[src/include/acs_pkg.sv]
// package: constants and types of the conversion sequencer
package acs_pkg;
	// core clock period and converter clock floor
	localparam int CORE_PERIOD_PS = 10000;
	localparam int ADCLK_MIN_PS = 33300;
	localparam int ADCLK_MIN_CYC =
		(ADCLK_MIN_PS + CORE_PERIOD_PS - 1) / CORE_PERIOD_PS;
	// phase lengths: core cycles or converter periods
	localparam int START_CYC = 2;
	localparam int SAMPLE_MIN = 2;
	localparam int SAMPLE_MAX = 32;
	localparam int CONV_TICKS = 10;
	localparam int LOAD_CYC = 2;
	localparam int IRQ_CYC = 2;
	// floor on the whole conversion
	localparam int TOTAL_MIN_PS = 500000;
	localparam int TOTAL_MIN_CYC =
		(TOTAL_MIN_PS + CORE_PERIOD_PS - 1) / CORE_PERIOD_PS;
	// widths
	localparam int RES_W = 10;
	localparam int WIN_W = 5;
	// reset values
	localparam logic [RES_W-1:0] RESULT_RST = 10'h000;
	localparam logic [7:0] CNT_RST = 8'h00;

	// sequencer states
	typedef enum logic [2:0] {
		ACS_IDLE,
		ACS_START,
		ACS_SAMPLE,
		ACS_CONV,
		ACS_LOAD,
		ACS_FLAG
	} acs_state_t;
endpackage

[src/include/acs_div_if.sv]
// interface: restart and tick between sequencer and prescaler
`timescale 1ns/10ps
interface acs_div_if;
	logic restart; // realign the converter clock
	logic tick; // one core cycle per converter period
	modport seq (output restart, input tick);
	modport div (input restart, output tick);
endinterface

[src/hw/acs_prescaler.sv]
// module: converter clock prescaler, one tick per period
`timescale 1ns/10ps
module acs_prescaler
	import acs_pkg::*;
#(
	parameter int DIV = ADCLK_MIN_CYC
) (
	// clock and reset
	input wire logic i_core_clk,
	input wire logic i_rst_n,
	// link to the sequencer
	acs_div_if.div bus
);
	// state: period counter and registered tick
	typedef struct packed {
		logic [7:0] cnt;
		logic tick;
	} acs_div_t;

	acs_div_t s_r;
	acs_div_t s_nxt;

	// a shorter period would clock the converter too fast
	initial begin
		if (DIV < ADCLK_MIN_CYC || DIV > 255) begin
			$error("acs_prescaler: DIV out of range");
		end
	end

	// next state: restart counts its own cycle so a phase
	// started with it lasts whole periods exactly
	always_comb begin
		s_nxt = s_r;
		s_nxt.tick = 1'b0;
		if (bus.restart) begin
			s_nxt.cnt = 8'h01;
		end else if (s_r.cnt == 8'(DIV - 1)) begin
			s_nxt.cnt = CNT_RST;
			s_nxt.tick = 1'b1;
		end else begin
			s_nxt.cnt = s_r.cnt + 8'h01;
		end
	end

	// state register
	always_ff @(posedge i_core_clk or negedge i_rst_n) begin
		if (!i_rst_n) begin
			s_r <= '0;
		end else begin
			s_r <= s_nxt;
		end
	end

	assign bus.tick = s_r.tick;
endmodule

[src/hw/acs_sequencer.sv]
// module: conversion sequencer for the 10-bit converter
`timescale 1ns/10ps
module acs_sequencer
	import acs_pkg::*;
#(
	parameter int DIV = ADCLK_MIN_CYC
) (
	// clock and reset
	input wire logic i_core_clk,
	input wire logic i_rst_n,
	// request side
	input wire logic i_soc,
	input wire logic [WIN_W-1:0] i_sample_window_divider,
	input wire logic i_done_clr,
	// analog stage
	input wire logic [RES_W-1:0] i_ana_data,
	output logic o_sample,
	output logic o_convert,
	// results and events
	output logic [RES_W-1:0] o_result,
	output logic o_done,
	output logic o_converter_interrupt
);
	// all sequencer state in one record
	typedef struct packed {
		acs_state_t st;
		logic [7:0] cnt; // core cycles in phase
		logic [5:0] ticks; // converter periods in phase
		logic [5:0] len; // sample window in periods
		logic [7:0] tot; // core cycles since start
		logic [RES_W-1:0] sync1; // first sync stage
		logic [RES_W-1:0] sync2; // second sync stage
		logic [RES_W-1:0] result;
		logic sample;
		logic convert;
		logic done;
		logic irq;
	} acs_seq_t;

	acs_seq_t s_r;
	acs_seq_t s_nxt;
	logic [5:0] win_len; // window length from the field
	logic accept; // request taken this cycle

	acs_div_if div_bus ();

	// prescaled converter clock
	acs_prescaler #(
		.DIV(DIV)
	) u_prescaler (
		.i_core_clk(i_core_clk),
		.i_rst_n(i_rst_n),
		.bus(div_bus.div)
	);

	// the whole budget must fit the counters
	initial begin
		if (DIV * (SAMPLE_MAX + CONV_TICKS) + 16 > 255) begin
			$error("acs_sequencer: DIV too large for counters");
		end
	end

	// field value n gives n+1 periods, never under two
	always_comb begin
		win_len = 6'(i_sample_window_divider) + 6'h01;
		if (win_len < 6'(SAMPLE_MIN)) begin
			win_len = 6'(SAMPLE_MIN);
		end
	end

	// a request is only taken once the last result is out
	assign accept = (s_r.st == ACS_IDLE) && i_soc;

	// next state
	always_comb begin
		s_nxt = s_r;
		s_nxt.irq = 1'b0;
		// analog data is asynchronous: two stages first
		s_nxt.sync1 = i_ana_data;
		s_nxt.sync2 = s_r.sync1;
		// total time runs in every phase but idle, flag included, and holds at ff
		if (s_r.st != ACS_IDLE && s_r.tot != 8'hff) begin
			s_nxt.tot = s_r.tot + 8'h01;
		end
		// software clear of the flag; a set below wins
		if (i_done_clr) begin
			s_nxt.done = 1'b0;
		end
		case (s_r.st)
			ACS_IDLE: begin
				if (accept) begin
					s_nxt.st = ACS_START;
					s_nxt.cnt = CNT_RST;
					s_nxt.tot = 8'h01;
					s_nxt.len = win_len;
					s_nxt.done = 1'b0;
				end
			end
			ACS_START: begin
				// hold off sampling for the start delay
				if (s_r.cnt == 8'(START_CYC - 1)) begin
					s_nxt.st = ACS_SAMPLE;
					s_nxt.sample = 1'b1;
					s_nxt.ticks = 6'h00;
				end else begin
					s_nxt.cnt = s_r.cnt + 8'h01;
				end
			end
			ACS_SAMPLE: begin
				// window counted in whole converter periods
				if (div_bus.tick) begin
					if (s_r.ticks + 6'h01 == s_r.len) begin
						s_nxt.st = ACS_CONV;
						s_nxt.sample = 1'b0;
						s_nxt.convert = 1'b1;
						s_nxt.ticks = 6'h00;
					end else begin
						s_nxt.ticks = s_r.ticks + 6'h01;
					end
				end
			end
			ACS_CONV: begin
				// fixed length conversion
				if (div_bus.tick) begin
					if (s_r.ticks == 6'(CONV_TICKS - 1)) begin
						s_nxt.st = ACS_LOAD;
						s_nxt.convert = 1'b0;
						s_nxt.cnt = CNT_RST;
					end else begin
						s_nxt.ticks = s_r.ticks + 6'h01;
					end
				end
			end
			ACS_LOAD: begin
				// load after the delay and once the floor is met
				if (s_r.cnt >= 8'(LOAD_CYC - 1) &&
					s_r.tot >= 8'(TOTAL_MIN_CYC)) begin
					s_nxt.result = s_r.sync2;
					s_nxt.st = ACS_FLAG;
					s_nxt.cnt = CNT_RST;
				end else begin
					s_nxt.cnt = s_r.cnt + 8'h01;
				end
			end
			ACS_FLAG: begin
				// flag follows the load, interrupt follows flag
				s_nxt.done = 1'b1;
				s_nxt.cnt = s_r.cnt + 8'h01;
				if (s_r.cnt == 8'(IRQ_CYC)) begin
					s_nxt.irq = 1'b1;
					s_nxt.st = ACS_IDLE;
				end
			end
			default: begin
				s_nxt.st = ACS_IDLE;
				s_nxt.sample = 1'b0;
				s_nxt.convert = 1'b0;
			end
		endcase
	end

	// state register
	always_ff @(posedge i_core_clk or negedge i_rst_n) begin
		if (!i_rst_n) begin
			s_r <= '0;
			s_r.st <= ACS_IDLE;
			s_r.result <= RESULT_RST;
		end else begin
			s_r <= s_nxt;
		end
	end

	// realign the prescaler on the very edge that opens sampling; a
	// registered restart came a cycle late and let a stale tick count
	assign div_bus.restart = (s_r.st == ACS_START) &&
		(s_r.cnt == 8'(START_CYC - 1));

	// outputs straight from the state register
	assign o_sample = s_r.sample;
	assign o_convert = s_r.convert;
	assign o_result = s_r.result;
	assign o_done = s_r.done;
	assign o_converter_interrupt = s_r.irq;

	// helper counters for the checks below
	logic [7:0] chk_samp;
	logic [7:0] chk_conv;
	logic [7:0] chk_tot;
	always_ff @(posedge i_core_clk or negedge i_rst_n) begin
		if (!i_rst_n) begin
			chk_samp <= CNT_RST;
			chk_conv <= CNT_RST;
			chk_tot <= CNT_RST;
		end else begin
			chk_samp <= o_sample ? chk_samp + 8'h01 : CNT_RST;
			chk_conv <= o_convert ? chk_conv + 8'h01 : CNT_RST;
			if (accept) begin
				chk_tot <= 8'h01;
			end else if (chk_tot != 8'hff) begin
				chk_tot <= chk_tot + 8'h01;
			end
		end
	end
endmodule

[config.mk]
export PLATFORM = sky130hd
export DESIGN_NAME = acs_sequencer
export DESIGN_NICKNAME = d
export VERILOG_FILES = /design/src/include/acs_pkg.sv /design/src/include/acs_div_if.sv /design/src/hw/acs_prescaler.sv /design/src/hw/acs_sequencer.sv
export SDC_FILE = /design/constraint.sdc
export NUM_CORES = 1
export LEC_CHECK = 0
export ABC_AREA = 1
export BUFFER_PORTS_ARGS = -buffer_cell sky130_fd_sc_hd__clkbuf_2
export CAP_MARGIN = 20
export CORE_MARGIN = 10
export CORE_UTILIZATION = 54
export DETAILED_ROUTE_END_ITERATION = 8
export MAX_ROUTING_LAYER = met4
export PLACE_DENSITY = 0.76
export SYNTH_ARGS = -nofsm -noshare
export SYNTH_HDL_FRONTEND = slang
export SYNTH_HIERARCHICAL = 1
export SYNTH_SLANG_ARGS = --single-unit
[constraint.sdc]
create_clock -name i_core_clk -period 1.5 [get_ports i_core_clk]
set_input_delay 0.3 -clock i_core_clk [delete_from_list [all_inputs] [get_ports i_core_clk]]
set_output_delay 0.3 -clock i_core_clk [all_outputs]
set_load 0.03 [all_outputs]
==> summary.txt, run 1 <==
Setup path
  – Arrival @ worst endpoint: 2.10 ns
  – Worst R2R Setup Slack: -0.35 ns
  – Largest fanout on the critical path: 4
  – Top delay family on crit path: simple AND/OR/NAND/NOR gates
  – Critical-path cell list: inv_2, ha_4, nand2_4, nor2_4, nor2_1, nor2_2, nand3_2, nor2_4, nand3_2, nand2_1, nand2_1
  – Critical path endpoint category: register
  – Worst EP required: 1.74 ns
  – Critical-path top delay cell: dfrtp_1
  – Worst stage delay on the critical path: 0.41 ns
  – Crit Path Class: register to register
  – Type of origin of the critical path: register
  – Critical path buffers and inverters: 1

Min path
  – Min-Delay Path Class: input pin to register

STA
  – Slew HR: 75.6%
  – Final period utilization: 123%
  – Worst hold margin: 0.0325 ns
  – Final Hold Viols: 0
  – Final setup viols: 46
  – Setup WS post-layout: -0.352 ns
  – Min Tclk post-route: 1.85 ns
  – Highest Clock Rate: 540 MHz
  – RSZ-0062 raised after global routing: yes
  – Max Transition Viols Final: 0
  – Worst clock skew: 0.0140 ns
  – Slew of the pin with the lowest slew margin: 0.362 ns

Global route
  – Vias in the first global route: 3395
  – Largest net degree at the start of global routing: 37
  – Global-route wire length before repair: 15.6 mm
  – Initial antenna violation count: 0
  – GR Util All Layers: 17.7%
  – Total gr overflow: 0

CTS
  – CTS Buffer Depth: 2
  – Clock slew at reported path FFs: 0.10 ns
  – Sink Count: 74
  – Worst skew pair latency: 0.36 ns
  – H-tree levels: 3
  – Root Buffer: clkbuf_8
  – CTS Buf Count: 9
  – CTS tree: done

Yosys
  – YS warnings: 6
  – Count of cell types in the netlist: 38
  – Yosys reg bits: 74
  – Synth top cells by count: 96 x nand2_1, 74 x dfrtp_1, 50 x inv_1, 46 x nor2_1, 37 x nand3_1
  – Syn Std Cell Area: 3800 um^2
  – Syn_area_per_cell: 8.72 um^2
  – Register area share after synthesis: 48.7%
  – Post-synth EDFFs: 0
  – Share of the synthesized area in the top cell type: 48.7%
  – Synth area leaders: dfrtp_1 49%, nand2_1 9.5%, inv_1 4.9%
  – Mapped Cells: 436
  – Main synth FF type: dfrtp_1
  – Yosys top cell by area: dfrtp_1
  – Most used standard cell by instance count after synthesis: nand2_1
  – Fraction of registers with async set or reset after synthesis: 100%
  – Synthesized Nets: 466

Floorplan
  – Initial Util: 55.7%
  – # rows: 30
  – Width of the die: 104 um
  – Placeable core region: 6830 um^2
  – IO Pins: 33
  – Die height: 104 um
  – Die area: 10800 um^2

Placement
  – GPL Wtd Cong: 0.852
  – IO buf count: 32
  – Hpwl dp: 5.96 mm
  – Area after DPL: 4560 um^2
  – Placed Cells: 612

Job
  – Maxcap violations: 0

Power and ir drop
  – Pleak: 2.63 nW
  – Power per standard cell area: 2010 nW/um^2
  – Peak VDD IR: 888 uV

Drt
  – DRT antenna net count: 0
  – DR DRC count: 0
  – Initial DRC count: 205
  – Wire per inst: 17.3 um
  – Vias per cell: 5.48
  – WL final: 11.3 mm
  – Vias: 3580
  – Drt pass-1 iters: 4

Cells and area
  – N_diodes: 0
  – FF+latch area: 1860 um^2
  – Synth-to-layout area growth: 41.2%
  – Final instance area: 5370 um^2
  – NumNets Final: 582
  – Layout Utilization: 78.6%
  – Fill count: 409
  – Layout cells sized above 1: 47.6%
  – Post-Layout Cell Count: 653
  – Area of the multi-input gates: 2070 um^2

Outcome
  – Status: finished, violations left
  – Violated checks: negative setup slack
per-layer routing:
metal / vias to the layer above / part of all wire [%] / GRT usage (%)
li1: 1630 / - / -
met1: 1762 / 38 / 18.9
met2: 139 / 53 / 32.1
met3: 49 / 4.4 / 3.28
met4: 0 / 4.8 / 6.16
met5: - / 0 / -
through the flow:
step	power (W)	TNS [ns]	worst slack, ns
2_1_floorplan	0.00591	-0.728	-0.0802
3_3_place_gp	0.00718	-3.24	-0.171
3_5_place_dp	0.00734	-4.81	-0.230
4_1_cts	0.00962	-3.61	-0.214
5_1_grt	0.0113	-10.55	-0.450
6_report	0.0108	-7.61	-0.352
cells in the final DEF, fill, tap and decap left out, types with 9 or more instances in the layout:
master / synthesis / final
dfrtp_1: 74 / 67
clkbuf_2: 0 / 31
inv_2: 8 / 14
nor2_2: 11 / 12
nand2_2: 7 / 16
nor2_1: 46 / 35
nand3_1: 37 / 20
clkbuf_8: 0 / 9
nor2_4: 4 / 14
nand4_1: 10 / 10
mux2_4: 0 / 10
buf_6: 1 / 13
buf_4: 11 / 72
nand3_2: 2 / 17
inv_1: 50 / 39
nand2_1: 96 / 80
worst reg2reg max path, delay by kind of cell (launching register included):
kind	cells	cell delay (ns)
buffers and inverters	1	0.13
adder cells (fa/ha/maj)	1	0.18
flip-flops	1	0.41
AND/OR/NAND/NOR	9	1.01
path summary, 6_finish.rpt:
check | start | end | cells after the start
hold / removal | i_ana_data[0] | s_nxt[14]$_DFF_PN0_ | 1
max in group asynchronous | i_rst_n | o_result[5]$_DFFE_PN0P_ | 3
min in group asynchronous | i_rst_n | s_r[49]$_DFFE_PN0P_ | 2
setup / recovery | s_r[55]$_DFFE_PN0P_ | s_r[63]$_DFFE_PN0P_ | 11
hold reg to reg | s_nxt[21]$_DFF_PN0_ | s_r[21]$_DFF_PN0_ | 0
setup reg to reg | s_r[55]$_DFFE_PN0P_ | s_r[63]$_DFFE_PN0P_ | 11
registers in the layout, indices dropped and copies added, names as in the netlist:
name,flops
o_converter_interrupt,1
s_nxt,10
o_convert,1
o_result,10
o_done,1
u_prescaler/s_r,8
o_sample,1
u_prescaler/bus.tick,1
s_r,41
final cells by class:
cell class / count / share of cell area [%]
Timing Repair Buffer: 118 / 16.2
Sequential cell: 74 / 34.7
Tap cell: 96 / 2.24
Clock inverter: 7 / 1.56
Clock buffer: 9 / 2.31
Inverter: 58 / 4.38
Multi-Input combinational cell: 291 / 38.6
logic make-up (layout without fill, tap and decap cells):
family | Yosys count | after routing | share of synthesized area [%]
simple gates | 224 | 225 | 27.7
xor+xnor | 10 | 10 | 2.30
fa+ha+maj | 11 | 11 | 3.62
mux | 10 | 10 | 2.96
compound gates | 35 | 35 | 5.99
flops | 74 | 74 | 48.7
buf+inv | 72 | 192 | 8.72
repair_timing:
item,in CTS,in global routing
hold endpoints to repair,22,0
buffers inserted,11,12
gates resized for setup,47,66
hold buffers,1,0
cloned,1,0
setup endpoints to repair,42,49
pin swaps,27,31
where the power goes:
group	internal [W]	switching, W
combinational	0.00265	0.00343
clock	0.000802	0.000900
sequential	0.00251	0.000511
total	0.00597	0.00484
Note: power is estimated with default switching activity, not from simulation.
==> run 2: changes to the inputs <==
--- a/config.mk
+++ b/config.mk
@@ -8,6 +8,7 @@
 export ABC_AREA = 1
 export BUFFER_PORTS_ARGS = -buffer_cell sky130_fd_sc_hd__clkbuf_2
 export CAP_MARGIN = 20
+export CORE_ASPECT_RATIO = 2
 export CORE_MARGIN = 10
 export CORE_UTILIZATION = 54
 export DETAILED_ROUTE_END_ITERATION = 8
==> run 2 against run 1 <==
- the run still ends with negative setup slack left
- utilization fell by 2.4 points
- sequential cell count unchanged
- clock power increased by 18%
- global-route usage grew 0.45 points
- critical endpoint is now o_sample$_DFFE_PN0P_
- largest power group unchanged
==> summary.txt, run 2 (synthesized netlist as in run 1, its figures left out) <==
STA
  – Highest Clock Rate: 562 MHz
  – Min Tclk post-route: 1.78 ns
  – Worst clock skew: 0.00616 ns
  – Slew of the pin with the lowest slew margin: 0.326 ns
  – RSZ-0062 raised after global routing: yes
  – Final setup viols: 35
  – Slew HR: 78.2%
  – Setup WS post-layout: -0.279 ns
  – Final Hold Viols: 0
  – Worst hold margin: 0.0718 ns
  – Max Transition Viols Final: 0
  – Final period utilization: 119%

Drt
  – Vias: 3312
  – DRT antenna net count: 0
  – Wire per inst: 15.9 um
  – Drt pass-1 iters: 4
  – DR DRC count: 0
  – Initial DRC count: 206
  – WL final: 10.0 mm
  – Vias per cell: 5.25

Setup path
  – Worst EP required: 1.72 ns
  – Critical-path cell list: ha_4, nand3_1, nand2_1, nand3_1, nand2_1, nor2_2, nand3_2, nand2_4, nand3_1, nand2_1, nand2_1
  – Crit Path Class: register to register
  – Worst reg2reg path depth: 11
  – Critical path endpoint category: register
  – Arrival @ worst endpoint: 2.00 ns
  – Most used cell, CP: nand2_1
  – Worst stage delay on the critical path: 0.47 ns
  – Type of origin of the critical path: register
  – Critical-path top delay cell: dfrtp_2
  – Largest fanout on the critical path: 8

Power and ir drop
  – Comb power frac: 51.8%
  – Peak VDD IR: 1420 uV
  – Reg power frac: 29.1%
  – P_sw: 0.00448 W
  – Pleak: 2.59 nW
  – Pint: 0.00602 W
  – Power per standard cell area: 2000 nW/um^2
  – Clock share of power: 19.1%
  – Sw frac: 42.7%

Cells and area
  – N_diodes: 0
  – Layout cells sized above 1: 43.3%
  – Area of the multi-input gates: 2000 um^2
  – Synth-to-layout area growth: 37.9%
  – FF+latch area: 1860 um^2
  – Most flops, register: s_r
  – Most common cell after layout, fill and taps aside: nand2_1
  – Final instance area: 5250 um^2
  – Fill count: 490
  – Max FFs per register: 41
  – NumNets Final: 566
  – Most frequent cells in the layout: 85 x nand2_1, 68 x dfrtp_1, 59 x buf_4, 41 x inv_1, 36 x nor2_1

Global route
  – Vias in the first global route: 3459
  – Total gr overflow: 0
  – Layer with the highest usage: met2
  – Global-route wire length before repair: 15.7 mm
  – GR Util All Layers: 18.2%
  – Met1 usage: 18.1%
  – Largest net degree at the start of global routing: 49
  – Grt met2 use: 32.4%
  – Initial antenna violation count: 0
  – Met3 demand-to-capacity share in global routing: 3.90%

CTS
  – H-tree levels: 3
  – Worst skew pair latency: 0.33 ns
  – CTS tree: done
  – CTS Buf Count: 9
  – Sink Count: 74
  – Root Buffer: clkbuf_16
  – Clock slew at reported path FFs: 0.06 ns
  – CTS Buffer Depth: 2

Min path
  – Min-Delay Path Class: input pin to register
  – Hold path depth: 1

Placement
  – IO buf count: 32
  – GPL Wtd Cong: 0.891
  – Hpwl dp: 6.38 mm
  – Area after DPL: 4560 um^2

Floorplan
  – Die height: 139 um
  – Initial Util: 55.2%
  – Placeable core region: 6890 um^2
  – IO Pins: 33
  – Die area: 11000 um^2
  – Width of the die: 79.3 um
  – # rows: 43

Outcome
  – Violated checks: negative setup slack
  – Status: finished, violations left

Job
  – Maxcap violations: 0
[run 2: final timing paths]
check	start	end	slack, ns
worst max-delay path	s_r[48]$_DFFE_PN0P_	o_sample$_DFFE_PN0P_	-0.28
worst max register to register	s_r[48]$_DFFE_PN0P_	o_sample$_DFFE_PN0P_	-0.28
min in group asynchronous	i_rst_n	s_r[52]$_DFFE_PN0P_	0.33
worst min register to register	s_nxt[19]$_DFF_PN0_	s_r[19]$_DFF_PN0_	0.35
max in group asynchronous	i_rst_n	s_r[64]$_DFFE_PN0P_	0.65
worst min-delay path	i_ana_data[9]	s_nxt[23]$_DFF_PN0_	0.07
[run 2: worst max-delay path: cells and delay by family (launching register included)]
| family | cells | cell delay [ns] |
|---|---|---|
| flops | 1 | 0.47 |
| fa+ha+maj | 1 | 0.20 |
| simple gates | 10 | 0.99 |
[run 2: through the flow]
step	total power [W]	std cells	worst slack, ns	setup TNS, ns	util (%)
2_1_floorplan	0.00591	436	-0.0802	-0.728	-
3_3_place_gp	0.00717	603	-0.202	-3.90	66.2
3_5_place_dp	0.00732	603	-0.250	-5.21	66.2
4_1_cts	0.00993	626	-0.192	-3.41	73.5
5_1_grt	0.0111	631	-0.387	-9.46	76.2
6_report	0.0105	631	-0.279	-5.97	76.2
[run 2: area by class of cell]
type,count,share of cell area (%)
clock buffers,10,4.56
clock inverters,6,0.787
inverters,58,4.48
multi-input cells,291,38.1
flip-flops and latches,74,35.4
well taps,90,2.15
repair buffers,102,14.5
[run 2: power by group through the flow]
stage | combinational (W) | sequential, W | clock, W
final | 0.00544 | 0.00305 | 0.00201
after global routing | 0.00590 | 0.00311 | 0.00210
after CTS | 0.00489 | 0.00301 | 0.00203
after detailed placement | 0.00433 | 0.00298 | 0
after global placement | 0.00422 | 0.00295 | 0
after floorplan | 0.00296 | 0.00295 | 0
[run 2: layer usage]
metal / vias to the layer above / wire, um
met2: 91 / 5710
met5: - / 0
li1: 1583 / -
met1: 1611 / 3650
met3: 27 / 335
met4: 0 / 316
[run 2: timing repair]
item                                    in CTS  in global routing
endpoints found under the hold margin        5                  0
hold buffers                                 1                  0
cloned                                       1                  0
endpoints found under the setup margin      43                 43
pin swaps                                   15                 21
buffers inserted                             5                  6
resized for setup                           45                 39
==> run 3: changes to the inputs <==
--- a/config.mk
+++ b/config.mk
@@ -6,14 +6,15 @@
 export NUM_CORES = 1
 export LEC_CHECK = 0
 export ABC_AREA = 1
+export ABC_CLOCK_PERIOD_IN_PS = 2250
 export BUFFER_PORTS_ARGS = -buffer_cell sky130_fd_sc_hd__clkbuf_2
 export CAP_MARGIN = 20
 export CORE_ASPECT_RATIO = 2
 export CORE_MARGIN = 10
-export CORE_UTILIZATION = 54
+export CORE_UTILIZATION = 60
 export DETAILED_ROUTE_END_ITERATION = 8
 export MAX_ROUTING_LAYER = met4
-export PLACE_DENSITY = 0.76
+export PLACE_DENSITY = 0.8
 export SYNTH_ARGS = -nofsm -noshare
 export SYNTH_HDL_FRONTEND = slang
 export SYNTH_HIERARCHICAL = 1
==> constraint.sdc (replaced) <==
create_clock -name i_core_clk -period 2.25 [get_ports i_core_clk]
set_input_delay 0.45 -clock i_core_clk [delete_from_list [all_inputs] [get_ports i_core_clk]]
set_output_delay 0.45 -clock i_core_clk [all_outputs]
set_load 0.03 [all_outputs]
==> run 3 against run 2 <==
- the flow now finishes without violations
- via count is 12% lower
- design area shrank 18%
- global-route usage shrank 2.3 points
- fmax fell by 11%
- combinational power fell by 60%
- final cell count fell by 11%
- total power shrank 47%
- clock-buffer cell count rose by 1
- first-iteration DRC count rose by 5.3%
- critical path type unchanged
==> summary.txt, run 3 (synthesized netlist as in run 1, its figures left out) <==
Outcome
  – Status: complete, no violations

Placement
  – Hpwl dp: 5.63 mm
  – GPL Wtd Cong: 0.904
  – IO buf count: 32

STA
  – Min Tclk post-route: 2.01 ns
  – Worst clock skew: 0.00388 ns
  – Highest Clock Rate: 498 MHz
  – Final setup viols: 0
  – Max Transition Viols Final: 0
  – Final period utilization: 89.2%
  – Final Hold Viols: 0
  – Setup TNS Final: 0 ns
  – Slew of the pin with the lowest slew margin: 0.564 ns
  – RSZ-0062 raised after global routing: no
  – Worst hold margin: 0.109 ns
  – Slew HR: 62.4%

Global route
  – Initial antenna violation count: 0
  – Vias in the first global route: 2959
  – GR Util All Layers: 15.9%
  – Total gr overflow: 0
  – Largest net degree at the start of global routing: 44
  – Global-route wire length before repair: 12.8 mm

Setup path
  – Type of origin of the critical path: register
  – Crit Path Class: register to register
  – Arrival @ worst endpoint: 2.22 ns
  – Largest fanout on the critical path: 8
  – Worst EP required: 2.47 ns
  – Critical path endpoint category: register

CTS
  – Sink Count: 74
  – Post-CTS sizing: 0
  – Root Buffer: clkbuf_16
  – Clock slew at reported path FFs: 0.06 ns
  – Worst skew pair latency: 0.33 ns
  – CTS Hold Bufs: 0
  – CTS tree: done
  – CTS Buf Count: 9
  – CTS Buffer Depth: 2
  – H-tree levels: 3
  – Post-CTS Setup Bufs: 0

Cells and area
  – N_diodes: 0
  – Layout cells sized above 1: 21.8%
  – Most flops, register: s_r
  – Most common cell after layout, fill and taps aside: nand2_1
  – Synth-to-layout area growth: 13.1%
  – NumNets Final: 498
  – Most frequent cells in the layout: 96 x nand2_1, 74 x dfrtp_1, 50 x inv_1, 46 x nor2_1, 37 x nand3_1
  – Max FFs per register: 41

Floorplan
  – Die area: 10100 um^2
  – Placeable core region: 6260 um^2
  – IO Pins: 33
  – Die height: 133 um
  – Width of the die: 76.3 um
  – Initial Util: 60.8%
  – # rows: 41

Drt
  – Vias: 2901
  – Vias per cell: 5.19
  – WL final: 7.53 mm
  – DRT antenna net count: 0
  – DR DRC count: 0
  – Initial DRC count: 217
  – Wire per inst: 13.5 um
  – Drt pass-1 iters: 4

Power and ir drop
  – Pleak: 2.18 nW
  – Power per standard cell area: 1290 nW/um^2
  – Peak VDD IR: 805 uV

Job
  – Maxcap violations: 0

Min path
  – Min-Delay Path Class: input pin to asynchronous set/reset pin
## run 3: cell types whose count changed in the layout (fill, tap and decap cells not counted), sizes merged
cell,change
clkinv,-2
clkinvlp,-1
buf,-66
nand2,-1
bufinv,+1
inv,+1
clkbuf,+1
dlygate4sd3,-1
## run 3: report_power, final
part | internal [W] | leakage [nW] | total [W] | switching, W
sequential | 0.00167 | 0.938 | 0.00198 | 0.000308
combinational | 0.000719 | 1.10 | 0.00215 | 0.00144
clock | 0.000894 | 0.142 | 0.00143 | 0.000536
total | 0.00329 | 2.18 | 0.00556 | 0.00228
## run 3: area by class of cell
class	count	area [um^2]
clock inverters	5	62.6
repair buffers	35	195
fillers	514	1960
flip-flops and latches	74	1850
clock buffers	11	243
multi-input cells	290	1630
well taps	86	108
inverters	58	218
## run 3: per-layer routing
metal	wire, um	share of wire [%]	track usage, %
met5	0	0	-
met4	215	2.9	8.84
met3	191	2.5	3.26
met2	4260	57	29.1
met1	2860	38	14.8
## run 3: stage by stage
| step | cell area [um^2] | utilization [%] | total power, W | worst slack [ns] | instances |
|---|---|---|---|---|---|
| after detailed placement | 3990 | 63.8 | 0.00414 | 0.290 | 543 |
| final | 4300 | 68.8 | 0.00556 | 0.243 | 559 |
| after global placement | 3990 | 63.8 | 0.00404 | 0.332 | 543 |
| after floorplan | 3800 | - | 0.00377 | 0.614 | 436 |
| after global routing | 4300 | 68.8 | 0.00596 | 0.0274 | 559 |
| after CTS | 4300 | 68.7 | 0.00560 | 0.233 | 559 |
## run 3: final timing paths
check | from | end | slack, ns | cells past startpoint
worst max-delay path | s_r[48]$_DFFE_PN0P_ | s_r[49]$_DFFE_PN0P_ | 0.24 | 13
worst min-delay path | i_rst_n | s_r[47]$_DFFE_PN0P_ | 0.11 | 1
worst max register to register | s_r[48]$_DFFE_PN0P_ | s_r[49]$_DFFE_PN0P_ | 0.24 | 13
worst min register to register | s_nxt[23]$_DFF_PN0_ | s_r[23]$_DFF_PN0_ | 0.35 | 0
max in group asynchronous | i_rst_n | s_r[59]$_DFFE_PN0P_ | 1.53 | 2
min in group i_core_clk | i_ana_data[1] | s_nxt[15]$_DFF_PN0_ | 0.22 | 1
## run 3: critical path: stages, from the launching register on
cell and delay [ns]:
dfrtp_1 0.47, ha_1 0.30, inv_1 0.08, nand2_1 0.09, nand2_1 0.09, nand2_1 0.05
nand2_1 0.05, nand2_1 0.05, nor2_1 0.09, nand3_1 0.15, nand2_4 0.13, nand2_1 0.15
nand3_1 0.12, nand2_1 0.06
